### src/rtl/pinmux_pkg.sv
// Package: register map, field positions and carriers of the port function mux
//
// Overview of operation
// - Port1 bit 4 drives UART transmit on pin
// - Port1 bit 0 feeds pin to UART receive unless port2 bit 16 set
// - Port2 register at 0xffff0d08, resets 0x01000000
// - Port2 bit 24 gates test data to pin
// - Port2 bit 20 sends UART transmit to bus unless bit 0 set
// - Bits 20 and 0 clear: bus transmit from pad bit
// - Bit 16 feeds bus receive to sync, UART
// - Bit 16 clear blocks receive; pad reads back
// - Port2 bit 4 drives bus receive on pin
// - Port2 bit 0 passes pin onto bus
// - Bits 4 and 0 give standalone transceiver
// - Diagnostic pads are internal signals only

package pinmux_pkg;

  // ***************************************************************
  // Register map
  // ***************************************************************
  localparam logic [31:0] PORT1_PIN_FUNCTION_ADDR  = 32'hffff0d04;
  localparam logic [31:0] PORT2_PIN_FUNCTION_ADDR  = 32'hffff0d08;
  localparam logic [31:0] PORT1_PIN_FUNCTION_RESET = 32'h00000000;
  localparam logic [31:0] PORT2_PIN_FUNCTION_RESET = 32'h01000000;
  localparam logic [31:0] PORT1_DEFINED_MASK       = 32'h00000011;
  localparam logic [31:0] PORT2_DEFINED_MASK       = 32'h01110011;

  // ***************************************************************
  // Field positions
  // ***************************************************************
  localparam int P1_UART_RX_BIT  = 0;
  localparam int P1_UART_TX_BIT  = 4;
  localparam int P2_PASS_TX_BIT  = 0;
  localparam int P2_PASS_RX_BIT  = 4;
  localparam int P2_BUS_RX_BIT   = 16;
  localparam int P2_BUS_TX_BIT   = 20;
  localparam int P2_TEST_OUT_BIT = 24;

  // ***************************************************************
  // Levels and carriers
  // ***************************************************************
  localparam logic SERIAL_IDLE = 1'b1;
  localparam int   SYNC_WIDTH  = 5;

  typedef struct packed {
    logic o;
    logic oe;
  } pin_drive_t;

  typedef struct packed {
    logic p1_0;
    logic p1_1;
    logic p2_0;
    logic p2_1;
    logic bus_rx;
  } pin_sample_t;

endpackage

### src/rtl/port_pin_mux.sv
// Port1/port2 pin function select with APB register access
`timescale 1ns/1ps
`default_nettype none

module port_pin_mux (
  input  wire logic                    pclk,
  input  wire logic                    presetn,
  // APB slave
  input  wire logic                    psel,
  input  wire logic                    penable,
  input  wire logic                    pwrite,
  input  wire logic [31:0]             paddr,
  input  wire logic [31:0]             pwdata,
  output logic      [31:0]             prdata,
  output logic                         pready,
  output logic                         pslverr,
  // Pin levels, asynchronous
  input  wire logic                    p1_0_pin_in,
  input  wire logic                    p1_1_pin_in,
  input  wire logic                    p2_0_pin_in,
  input  wire logic                    p2_1_pin_in,
  input  wire logic                    bus_rx_in,
  // General-purpose drives from the data registers
  input  wire pinmux_pkg::pin_drive_t  p1_0_gpio,
  input  wire pinmux_pkg::pin_drive_t  p1_1_gpio,
  input  wire pinmux_pkg::pin_drive_t  p2_0_gpio,
  input  wire pinmux_pkg::pin_drive_t  p2_1_gpio,
  // On-chip peripherals, same clock
  input  wire logic                    uart_txd,
  input  wire logic                    serial_test_interface_data,
  input  wire logic                    diag_tx_pad,
  // Pin drives
  output pinmux_pkg::pin_drive_t       p1_0_drive,
  output pinmux_pkg::pin_drive_t       p1_1_drive,
  output pinmux_pkg::pin_drive_t       p2_0_drive,
  output pinmux_pkg::pin_drive_t       p2_1_drive,
  output pinmux_pkg::pin_drive_t       test_out_drive,
  // Internal destinations
  output logic      [3:0]              gpio_pin_level,
  output logic                         uart_rxd,
  output logic                         bus_tx,
  output logic                         bus_sync_rx,
  output logic                         diag_rx_pad
);

  // ***************************************************************
  // Input synchronisation
  // ***************************************************************
  pinmux_pkg::pin_sample_t smp;

  sync_2ff #(
    .WIDTH     (pinmux_pkg::SYNC_WIDTH),
    .RESET_VAL (5'h1f)
  ) u_pin_sync (
    .pclk     (pclk),
    .presetn  (presetn),
    .async_in ({p1_0_pin_in, p1_1_pin_in, p2_0_pin_in, p2_1_pin_in, bus_rx_in}),
    .sync_out (smp)
  );

  // ***************************************************************
  // APB slave
  // ***************************************************************
  logic [31:0] p1_fn_q;
  logic [31:0] p2_fn_q;
  logic        access;
  logic        done;
  logic        hit_p1;
  logic        hit_p2;
  logic [31:0] rd_mux;

  assign access = psel && penable;
  assign done   = access && pready;
  assign hit_p1 = (paddr == pinmux_pkg::PORT1_PIN_FUNCTION_ADDR);
  assign hit_p2 = (paddr == pinmux_pkg::PORT2_PIN_FUNCTION_ADDR);

  always_comb
  begin
    rd_mux = 32'h00000000;
    if (hit_p1)
      rd_mux = p1_fn_q;
    else if (hit_p2)
      rd_mux = p2_fn_q;
  end

  // One wait state keeps every bus output registered
  always_ff @(posedge pclk or negedge presetn)
  begin
    if (!presetn)
      pready <= 1'b0;
    else
      pready <= access && !pready;
  end

  always_ff @(posedge pclk or negedge presetn)
  begin
    if (!presetn)
    begin
      prdata  <= 32'h00000000;
      pslverr <= 1'b0;
    end
    else if (access && !pready)
    begin
      prdata  <= pwrite ? 32'h00000000 : rd_mux;
      pslverr <= !(hit_p1 || hit_p2);
    end
    else
    begin
      prdata  <= 32'h00000000;
      pslverr <= 1'b0;
    end
  end

  // ***************************************************************
  // Function registers
  // ***************************************************************
  // Reserved bits are dropped, so a careless write cannot set them
  always_ff @(posedge pclk or negedge presetn)
  begin
    if (!presetn)
      p1_fn_q <= pinmux_pkg::PORT1_PIN_FUNCTION_RESET;
    else if (done && pwrite && hit_p1)
      p1_fn_q <= pwdata & pinmux_pkg::PORT1_DEFINED_MASK;
  end

  always_ff @(posedge pclk or negedge presetn)
  begin
    if (!presetn)
      p2_fn_q <= pinmux_pkg::PORT2_PIN_FUNCTION_RESET;
    else if (done && pwrite && hit_p2)
      p2_fn_q <= pwdata & pinmux_pkg::PORT2_DEFINED_MASK;
  end

  // ***************************************************************
  // Port1 pins
  // ***************************************************************
  always_ff @(posedge pclk or negedge presetn)
  begin
    if (!presetn)
    begin
      p1_0_drive <= '0;
      p1_1_drive <= '0;
    end
    else
    begin
      // Receive function: pin is an input only
      p1_0_drive <= p1_fn_q[pinmux_pkg::P1_UART_RX_BIT] ? '0 : p1_0_gpio;
      p1_1_drive <= p1_fn_q[pinmux_pkg::P1_UART_TX_BIT]
                    ? pinmux_pkg::pin_drive_t'{o: uart_txd, oe: 1'b1}
                    : p1_1_gpio;
    end
  end

  // ***************************************************************
  // Port2 pins and test output
  // ***************************************************************
  always_ff @(posedge pclk or negedge presetn)
  begin
    if (!presetn)
    begin
      p2_0_drive <= '0;
      p2_1_drive <= '0;
    end
    else
    begin
      // Pass-through input: the outside party drives this pin
      p2_0_drive <= p2_fn_q[pinmux_pkg::P2_PASS_TX_BIT] ? '0 : p2_0_gpio;
      p2_1_drive <= p2_fn_q[pinmux_pkg::P2_PASS_RX_BIT]
                    ? pinmux_pkg::pin_drive_t'{o: smp.bus_rx, oe: 1'b1}
                    : p2_1_gpio;
    end
  end

  // Test data never reaches the pin with the gate clear
  always_ff @(posedge pclk or negedge presetn)
  begin
    if (!presetn)
      test_out_drive <= '0;
    else if (p2_fn_q[pinmux_pkg::P2_TEST_OUT_BIT])
      test_out_drive <= '{o: serial_test_interface_data, oe: 1'b1};
    else
      test_out_drive <= '0;
  end

  always_ff @(posedge pclk or negedge presetn)
  begin
    if (!presetn)
      gpio_pin_level <= 4'h0;
    else
      gpio_pin_level <= {smp.p2_1, smp.p2_0, smp.p1_1, smp.p1_0};
  end

  // ***************************************************************
  // Bus transmit path
  // ***************************************************************
  // Pass-through wins so the transceiver can run without the core
  always_ff @(posedge pclk or negedge presetn)
  begin
    if (!presetn)
      bus_tx <= pinmux_pkg::SERIAL_IDLE;
    else if (p2_fn_q[pinmux_pkg::P2_PASS_TX_BIT])
      bus_tx <= smp.p2_0;
    else if (p2_fn_q[pinmux_pkg::P2_BUS_TX_BIT])
      bus_tx <= uart_txd;
    else
      bus_tx <= diag_tx_pad;
  end

  // ***************************************************************
  // Bus receive path
  // ***************************************************************
  always_ff @(posedge pclk or negedge presetn)
  begin
    if (!presetn)
      bus_sync_rx <= pinmux_pkg::SERIAL_IDLE;
    else if (p2_fn_q[pinmux_pkg::P2_BUS_RX_BIT])
      bus_sync_rx <= smp.bus_rx;
    else
      bus_sync_rx <= pinmux_pkg::SERIAL_IDLE;
  end

  // Bus receive takes the UART over port1 when both are selected
  always_ff @(posedge pclk or negedge presetn)
  begin
    if (!presetn)
      uart_rxd <= pinmux_pkg::SERIAL_IDLE;
    else if (p2_fn_q[pinmux_pkg::P2_BUS_RX_BIT])
      uart_rxd <= smp.bus_rx;
    else if (p1_fn_q[pinmux_pkg::P1_UART_RX_BIT])
      uart_rxd <= smp.p1_0;
    else
      uart_rxd <= pinmux_pkg::SERIAL_IDLE;
  end

  // Readback pad has no pin; it always mirrors the bus level
  always_ff @(posedge pclk or negedge presetn)
  begin
    if (!presetn)
      diag_rx_pad <= pinmux_pkg::SERIAL_IDLE;
    else
      diag_rx_pad <= smp.bus_rx;
  end
endmodule

`default_nettype wire

### src/rtl/sync_2ff.sv
// Two flip-flop synchroniser for asynchronous levels
`timescale 1ns/1ps
`default_nettype none

module sync_2ff #(
  parameter int          WIDTH     = 1,
  parameter logic [WIDTH-1:0] RESET_VAL = '0
) (
  input  wire logic             pclk,
  input  wire logic             presetn,
  input  wire logic [WIDTH-1:0] async_in,
  output logic      [WIDTH-1:0] sync_out
);

  logic [WIDTH-1:0] meta_q;

  // First stage is read by the second stage only
  always_ff @(posedge pclk or negedge presetn)
  begin
    if (!presetn)
    begin
      meta_q   <= RESET_VAL;
      sync_out <= RESET_VAL;
    end
    else
    begin
      meta_q   <= async_in;
      sync_out <= meta_q;
    end
  end

endmodule

`default_nettype wire

### config.mk
export PLATFORM = sky130hd
export DESIGN_NAME = port_pin_mux
export DESIGN_NICKNAME = d
export VERILOG_FILES = /design/src/rtl/pinmux_pkg.sv /design/src/rtl/port_pin_mux.sv /design/src/rtl/sync_2ff.sv
export SDC_FILE = /design/constraint.sdc
export NUM_CORES = 1
export LEC_CHECK = 0
export BUFFER_PORTS_ARGS = -buffer_cell sky130_fd_sc_hd__buf_4
export CAP_MARGIN = 20
export CORE_MARGIN = 2
export CORE_UTILIZATION = 40
export CTS_CLUSTER_SIZE = 10
export DETAILED_ROUTE_END_ITERATION = 8
export GPL_TIMING_DRIVEN = 0
export PLACE_DENSITY_LB_ADDON = 0.08
export SYNTH_ARGS = -nofsm -noshare
export SYNTH_HDL_FRONTEND = slang
export SYNTH_SLANG_ARGS = --single-unit
### constraint.sdc
create_clock -name pclk -period 2.1 [get_ports pclk]
set_input_delay 0.105 -clock pclk [delete_from_list [all_inputs] [get_ports pclk]]
set_output_delay 0.105 -clock pclk [all_outputs]
set_load 0.005 [all_outputs]
==> Word level (Yosys, flattened, before mapping) <==
Cells that the tools add are included.
{ "word_totals": {"register_bits": 69, "in_bits": 85, "out_inout_bits": 52, "elab_cells": 48} }
{ "op_classes": {"n_eq_ne": 2, "muxes": 15, "n_reduce_logical": 9} }
{ "op_table": {"columns": ["operator", "n"], "rows": [
  ["two-way mux 32 bit", 3],
  ["== test 32 bit, second input constant", 2],
  ["two-way mux 25 bit", 1],
  ["two-way mux 2 bit", 5],
  ["logical AND 1 bit", 6],
  ["two-way mux 1 bit", 6],
  ["zero test 1 bit", 2],
  ["logical OR 1 bit", 1]
]} }

==> Longest topological paths before layout <==
Gate-level depths: netlist of run 1.
{ "depth": {"depth_word": 5, "depth_mapped": 4} }

==> Cells and area by module <==
Synthesis of run 1 repeated with hierarchy kept, for this count alone.
{ "hier_totals": {"hier_cells": 121, "hier_area_um2": 1677.9} }
{ "modules_own_cells": {"columns": ["module", "n_inst", "cells_each", "area_per_inst_um2", "seq_area_each_um2"], "rows": [
  ["port_pin_mux", 1, 111, 1415.1, 807.0],
  ["sync_2ff", 1, 10, 262.8, 262.8]
]} }

==> Worst setup path before layout of run 1 <==
OpenSTA, ideal clock, no wires.
{ "synth_timing": {"path_kind": "in2reg", "startpoint": "in paddr[0]", "endpoint": "reg p2_fn_q[20]", "setup_time_ns": 0.128, "arrival_time_ns": 1.466, "required_ns": 1.972, "path_slack_ns": 0.506, "cell_stages": 4, "n_path_buf": 0, "path_cell_list": "or4_4 -> nor4_4 -> nand4_2 -> mux2_1"} }
{ "synth_via": {"elab_chain_len": 2} }
{ "synth_lines": {"columns": ["item", "line_no", "source"], "rows": [
  ["start: declaration", "port_pin_mux.sv:12", "input wire logic [31:0] paddr,"],
  ["== test 32 bit", "port_pin_mux.sv:75", "assign hit_p2 = (paddr == pinmux_pkg::PORT2_PIN_FUNCTION_ADDR);"],
  ["logical AND 1 bit", "port_pin_mux.sv:130", "else if (done && pwrite && hit_p2)"],
  ["end signal: assignment", "port_pin_mux.sv:129", "p2_fn_q <= pinmux_pkg::PORT2_PIN_FUNCTION_RESET;"],
  ["end signal: assignment", "port_pin_mux.sv:131", "p2_fn_q <= pwdata & pinmux_pkg::PORT2_DEFINED_MASK;"],
  ["end: declaration", "port_pin_mux.sv:65", "logic [31:0] p2_fn_q;"]
]} }
Every way passes these cells.
A chain may end at the register's enable or synchronous reset.

==> Final worst setup path of run 1 <==
Ends and elaborated chain as after synthesis.

==> impl_metrics.json, run 1 <==
{
  "drtIter0Drc": 55,
  "synth_warnings": 0,
  "yosysSeqAreaShare_pct": 63.8,
  "wl_um": 3590,
  "tns_ns": 0,
  "fill_cells": 317,
  "slew-limit-headroom_pct": 63.9,
  "slew_violations": 0,
  "port_buffers": 82,
  "antenna_found_initial": 0,
  "crit_path_end_kind": "flop",
  "ys_ff_latch": 42,
  "ios": 137,
  "vias": 1262,
  "p_int_mw": 1.34,
  "cts_tree": "done",
  "fmax_mhz": 660,
  "hp-class": "in2reg",
  "dieArea_um2": 4730,
  "drive_gt1_share_pct": 60.0,
  "antennaDiodeCount": 0,
  "peakVddDrop_v": 0.000302,
  "gr-total-overflow": 0,
  "power_switching_uw": 340,
  "switching_share_pct": 20.3,
  "routedWlPerCell_um": 12.2,
  "post_cts_buffers": 0,
  "start_util_pct": 41.6,
  "required_ns": 2.28,
  "crit_type": "in2reg",
  "fin_crit_ns": 1.52,
  "synth.distinct_cells": 28,
  "final_hold_viol_count": 0,
  "dr.pass1.iters": 4,
  "coreArea_um2": 4030,
  "skew_ns": 0.00597,
  "cts.sinks": 42,
  "fp.dieH_um": 68.8,
  "status": "finished clean",
  "multi_input_area_um2": 503,
  "powerDensity_nw_per_um2": 634,
  "grt_use_total_pct": 15.8,
  "cts_buffers": 5,
  "rsz0062_at_grt": "false",
  "seq_area_um2": 1070,
  "syn_inst": 121,
  "cp_max_fo": 5,
  "finish.utilization_pct": 65.6,
  "via_per_inst": 4.28,
  "grt_pass1_wl_um": 5320,
  "clk_pin_slew_ns": 0.08,
  "clockBufferDepth": 2,
  "clock_latency_ns": 0.29,
  "globalplace.congestion": 0.708,
  "startpoint_type": "input port",
  "grt_max_degree": 43,
  "nets": 329,
  "synthesis.area_um2": 1680,
  "avgSynthCellArea_um2": 13.9,
  "cts-htree-levels": 2,
  "setup_violations": 0,
  "seq_power_share_pct": 50.9,
  "worst_slew_pin_slew_ns": 0.536,
  "power.share.combinational_pct": 12.4,
  "rows": 23,
  "period_share_pct": 72.2,
  "grt_pass1_vias": 1240,
  "drcViolationCount": 0,
  "clock_power_share_pct": 36.7,
  "clockRootBuffer": "clkbuf_8",
  "hpwl_um": 2810,
  "areaGrowthSynthToFinish_pct": 57.6,
  "timing.hold.ws_ns": 0.0232,
  "ant_nets": 0,
  "arrival_ns": 1.69,
  "cap_viol_max_count": 0,
  "p_leak_nw": 1.39,
  "die_width_um": 68.8
}
final timing paths:
kind,end,cells past startpoint,slack [ns],startpoint
hold reg to reg,u_pin_sync.sync_out[3],0,0.36,u_pin_sync.meta_q[3]
setup / recovery,p2_fn_q[20],5,0.58,paddr[0]
max in group asynchronous,u_pin_sync.meta_q[1],2,1.41,presetn
setup reg to reg,p2_fn_q[20],4,0.77,pready
hold / removal,test_out_drive[1],2,0.02,serial_test_interface_data
min in group asynchronous,p2_fn_q[16],2,0.33,presetn
routing by layer:
| layer | global-route usage [%] | wire length (µm) |
|---|---|---|
| met4 | 6.13 | 69 |
| met5 | 0 | 0 |
| met3 | 5.52 | 390 |
| met1 | 17.5 | 1250 |
| met2 | 27.8 | 1870 |
stage by stage:
| step | instances | worst slack (ns) | cell area (µm²) | total power [mW] |
|---|---|---|---|---|
| after global routing | 295 | 0.490 | 2640 | 1.75 |
| final | 295 | 0.584 | 2640 | 1.68 |
| after global placement | 279 | 0.252 | 2450 | 1.06 |
| after floorplan | 147 | 0.506 | 1780 | 0.935 |
| after detailed placement | 279 | 0.257 | 2450 | 1.06 |
| after CTS | 295 | 0.570 | 2640 | 1.69 |
cells in the mapped netlist:
library cell	number	area [µm²]
nand4_2	1	12.5
nor4_4	1	21.3
nor4_1	1	6.26
mux2_2	8	90.1
and3_1	2	12.5
or4_1	1	7.51
conb_1	1	3.75
nand4b_1	2	17.5
a21boi_0	2	15.0
and2_2	1	7.51
buf_4	27	203
dfrtp_1	27	676
nor2b_1	6	37.5
dfstp_2	15	394
o21ai_0	1	5.00
nand4_1	4	25.0
or4_4	1	11.3
nor2_1	3	11.3
and4_1	3	26.3
or2_2	3	18.8
a22o_1	2	17.5
nor3_1	1	5.00
mux2i_1	1	10.0
mux2_1	1	11.3
or2b_2	1	8.76
nand2_1	3	11.3
and2_1	1	6.26
nand2b_1	1	6.26
logic make-up (layout without fill, tap and decap cells):
kind of cell	after synthesis	after routing	share of synthesized area, %
buffers and inverters	27	125	12.1
multiplexers	10	10	6.64
flip-flops	42	42	63.8
AO/OA/AOI/OAI	5	5	2.24
other	1	27	0.223
AND/OR/NAND/NOR	36	36	15.1
state kept, by name (all words and copies together) (netlist names):
register	cells
bus_sync_rx	1
bus_tx	1
diag_rx_pad	1
gpio_pin_level	4
p1_0_drive	2
p1_1_drive	2
p1_fn_q	2
p2_0_drive	2
p2_1_drive	2
p2_fn_q	5
prdata	5
pready	1
pslverr	1
test_out_drive	2
u_pin_sync.meta_q	5
u_pin_sync.sync_out	5
uart_rxd	1
power by group through the flow:
stage          combinational [mW]  sequential [mW]  clock (mW)
2_1_floorplan              0.0673            0.868           0
3_3_place_gp                0.191            0.866           0
3_5_place_dp                0.195            0.867           0
4_1_cts                     0.208            0.852       0.631
5_1_grt                     0.230            0.855       0.668
6_report                    0.208            0.852       0.615
cell type report:
| cell class | instances | share of cell area, % |
|---|---|---|
| plain buffers | 27 | 7.67 |
| repair buffers | 90 | 26.3 |
| flip-flops and latches | 42 | 40.5 |
| clock inverters | 2 | 1.42 |
| multi-input cells | 78 | 19.0 |
| well taps | 50 | 2.37 |
| clock buffers | 6 | 2.74 |
critical path, cell delays in order:
cell and delay (ns):
buf_4 0.10, or4_4 0.54, nor4_4 0.32, nand4_2 0.24
mux2_1 0.38
repair_timing:
action,4_1_cts,5_1_grt
endpoints found under the hold margin,34,0
hold buffers,8,0
resized for setup,0,0
layout by cell type, fill, tap and decap left out:
cell,instances
dfrtp_1,27
nor2b_1,6
and2_2,1
buf_4,109
dlygate4sd3_1,8
nand4b_1,2
conb_1,27
dfstp_2,15
clkinvlp_4,1
a21boi_0,2
nor3_1,1
nor2_1,3
nand4_2,1
and4_1,3
mux2i_1,1
nand2b_1,1
or2_2,3
clkbuf_1,1
nor4_1,1
and2_1,1
or4_1,1
mux2_1,1
nand4_1,4
and3_1,2
mux2_2,8
nand2_1,3
a22o_1,2
or2b_2,1
bufinv_16,1
clkbuf_8,5
nor4_4,1
o21ai_0,1
or4_4,1
No activity file was read; power rests on OpenSTA's default activity.
==> inputs of run 2 (changes only) <==
--- a/config.mk
+++ b/config.mk
@@ -5,6 +5,7 @@
 export SDC_FILE = /design/constraint.sdc
 export NUM_CORES = 1
 export LEC_CHECK = 0
+export ABC_AREA = 1
 export BUFFER_PORTS_ARGS = -buffer_cell sky130_fd_sc_hd__buf_4
 export CAP_MARGIN = 20
 export CORE_MARGIN = 2
==> constraint.sdc (replaced) <==
create_clock -name pclk -period 1.4 [get_ports pclk]
set_input_delay 0.07 -clock pclk [delete_from_list [all_inputs] [get_ports pclk]]
set_output_delay 0.07 -clock pclk [all_outputs]
set_load 0.005 [all_outputs]
==> impl_metrics.json, run 2 <==
{
  "cts_buffers": 5,
  "start_util_pct": 41.8,
  "via_per_inst": 3.92,
  "rows": 25,
  "clockBufferDepth": 2,
  "r2r_slack_ns": 0.34,
  "holdBufCountCts": 15,
  "grt_pass1_vias": 1498,
  "netlist_top_cells_count": "nand2_1, buf_4, dfrtp_1",
  "ctsResizeCount": 0,
  "clk_pin_slew_ns": 0.08,
  "synthSimpleGateAreaFrac_pct": 28.8,
  "ant_nets": 0,
  "die_width_um": 74.5,
  "slew-limit-headroom_pct": 66.4,
  "required_ns": 1.63,
  "cp_max_fo": 5,
  "max_stage_delay_ns": 0.39,
  "antenna_found_initial": 0,
  "syn_inst": 208,
  "grt_pass1_wl_um": 6180,
  "fill_cells": 422,
  "cts_tree": "done",
  "drtIter0Drc": 35,
  "port_buffers": 82,
  "p_int_mw": 2.20,
  "tns_ns": 0,
  "synth_compound_area_share_pct": 1.70,
  "coreArea_um2": 4750,
  "powerDensity_nw_per_um2": 897,
  "dr.pass1.iters": 4,
  "clock_latency_ns": 0.29,
  "reg2reg_to": "prdata[0]",
  "setup_ws_ns": 0.335,
  "synthDominantCellAreaShare_pct": 34.0,
  "vias": 1590,
  "crit_type": "reg2reg",
  "drcViolationCount": 0,
  "crit_path_end_kind": "flop",
  "dp.cells": 383,
  "globalplace.congestion": 0.701,
  "ys.flop_type": "dfrtp_1",
  "ios": 137,
  "synth_area_leaders": "dfrtp_1, dfstp_2, buf_4",
  "hp-class": "in2reg",
  "fmax_mhz": 939,
  "ys_ff_latch": 42,
  "yosysSeqAreaShare_pct": 53.8,
  "antennaDiodeCount": 0,
  "synthArstFlopShare_pct": 100,
  "layout_commonest_cell": "buf_4",
  "wl_um": 3870,
  "power_switching_uw": 554,
  "synth.distinct_cells": 23,
  "clockRootBuffer": "clkbuf_8",
  "slowest_stage": "dfrtp_1",
  "routedWlPerCell_um": 9.52,
  "fin_crit_ns": 1.06,
  "worst_slew_pin_slew_ns": 0.505,
  "grt_use_total_pct": 14.6,
  "whs_endpoint": "p2_fn_q[20]",
  "synth-edff-count": 0,
  "drive_gt1_share_pct": 49.6,
  "cts.sinks": 42,
  "r2r.worst_path.cells": 5,
  "final_cell_mix": "buf_4, nand2_1, conb_1, dfrtp_1, inv_1",
  "fp.dieH_um": 74.5,
  "final_cells": 406,
  "hold_depth": 3,
  "nets": 423,
  "muxShareOfSynthArea_pct": 0,
  "period_share_pct": 76.1,
  "cp_top_family": "simple AND/OR/NAND/NOR gates",
  "hp-start": "pwdata[20]",
  "arrival_ns": 1.30,
  "dieArea_um2": 5550,
  "status": "finished clean",
  "yosys.area_share.adder_pct": 0,
  "synth.most_common_cell": "nand2_1",
  "peakVddDrop_v": 0.000321,
  "switching_share_pct": 20.1,
  "hpwl_um": 2920,
  "synth_xor_area_share_pct": 0,
  "setup_violations": 0,
  "netlist.top_cell.by_area": "dfrtp_1",
  "post_cts_buffers": 0,
  "cap_viol_max_count": 0,
  "fin_total_pwr_mw": 2.76,
  "gr-total-overflow": 0,
  "timing.hold.ws_ns": 0.00642,
  "avgSynthCellArea_um2": 9.56,
  "cts-htree-levels": 2,
  "seq_power_share_pct": 46.3,
  "path_buf_inv": 1,
  "worstPathCellList": "inv_1 -> nand3_1 -> nor2_4 -> nand4_1 -> nand2_1",
  "synth_top_family_by_area": "simple AND/OR/NAND/NOR gates",
  "synthesis.area_um2": 1990,
  "final_hold_viol_count": 0,
  "timing.rr.start": "pready",
  "grt_max_degree": 43,
  "power.share.combinational_pct": 13.1,
  "synth_warnings": 0,
  "slew_violations": 0,
  "startpoint_type": "flop",
  "clock_power_share_pct": 40.6,
  "preCtsSetupSlack_ns": 0.327,
  "p_leak_nw": 1.73,
  "rsz0062_at_grt": "false",
  "areaGrowthSynthToFinish_pct": 54.5,
  "skew_ns": 0.00212
}
run 2: cell count changes in the layout (fill, tap and decap cells not counted), moves of 5 or more:
cell,delta
nand2_1,+43
inv_1,+22
nor2_1,+13
nor2_2,+9
mux2_2,-8
nand3_1,+8
dlygate4sd3_1,+7
nor2b_1,-6
inv_2,+5
nand2_2,+5
nor2_4,+5
run 2: logic make-up (layout without fill, tap and decap cells):
| family | after synthesis | in the layout |
|---|---|---|
| AND/OR/NAND/NOR | 104 | 104 |
| buffers and inverters | 55 | 160 |
| other | 1 | 27 |
| flip-flops | 42 | 42 |
| AO/OA/AOI/OAI | 6 | 6 |
run 2: layout make-up:
type / instances / area [µm²] / area share, %
clock inverter: 3 / 68.8 / 2.24
inverter: 28 / 106 / 3.46
timing repair buffer: 97 / 766 / 24.9
tap: 67 / 83.8 / 2.73
multi-input combinational: 137 / 708 / 23.0
clock buffer: 5 / 68.8 / 2.24
buffer: 27 / 203 / 6.59
sequential: 42 / 1070 / 34.8
run 2: worst max path at each step:
stage	depth (start not counted)	slack, ns	endpoint	start
6_report	5	0.34	prdata[0]	pready
5_1_grt	5	0.19	p2_fn_q[4]	pready
4_1_cts	5	0.31	p2_fn_q[16]	pready
3_5_place_dp	5	0.33	p2_fn_q[4]	pready
3_3_place_gp	5	0.34	p2_fn_q[0]	pready
2_1_floorplan	5	0.44	prdata[0]	pready
run 2: tightest hold or removal path, stage by stage:
cell and delay (ns):
buf_4 0.08, nand3_1 0.06, nand2_1 0.06
run 2: per-layer routing:
metal / wire length, µm / share of wire (%) / vias up / track usage, %
li1: - / - / 831 / -
met1: 1560 / 40 / 694 / 16.7
met2: 2010 / 52 / 61 / 26.0
met3: 252 / 6.5 / 4 / 3.93
met4: 46 / 1.2 / 0 / 5.75
met5: 0 / 0 / - / 0
run 2: stage by stage:
stage               utilization (%)  cell area, µm²
floorplan                         -            2090
CTS                            64.7            3070
finish                         64.7            3070
global route                   64.7            3070
global placement               58.6            2790
detailed placement             58.6            2790
run 2: power groups by stage:
stage / Clock (mW) / Combinational, mW / Sequential [mW]
after floorplan: 0 / 0.130 / 1.30
after global placement: 0 / 0.325 / 1.30
after detailed placement: 0 / 0.329 / 1.30
after CTS: 1.15 / 0.363 / 1.28
after global routing: 1.20 / 0.404 / 1.28
final: 1.12 / 0.363 / 1.28
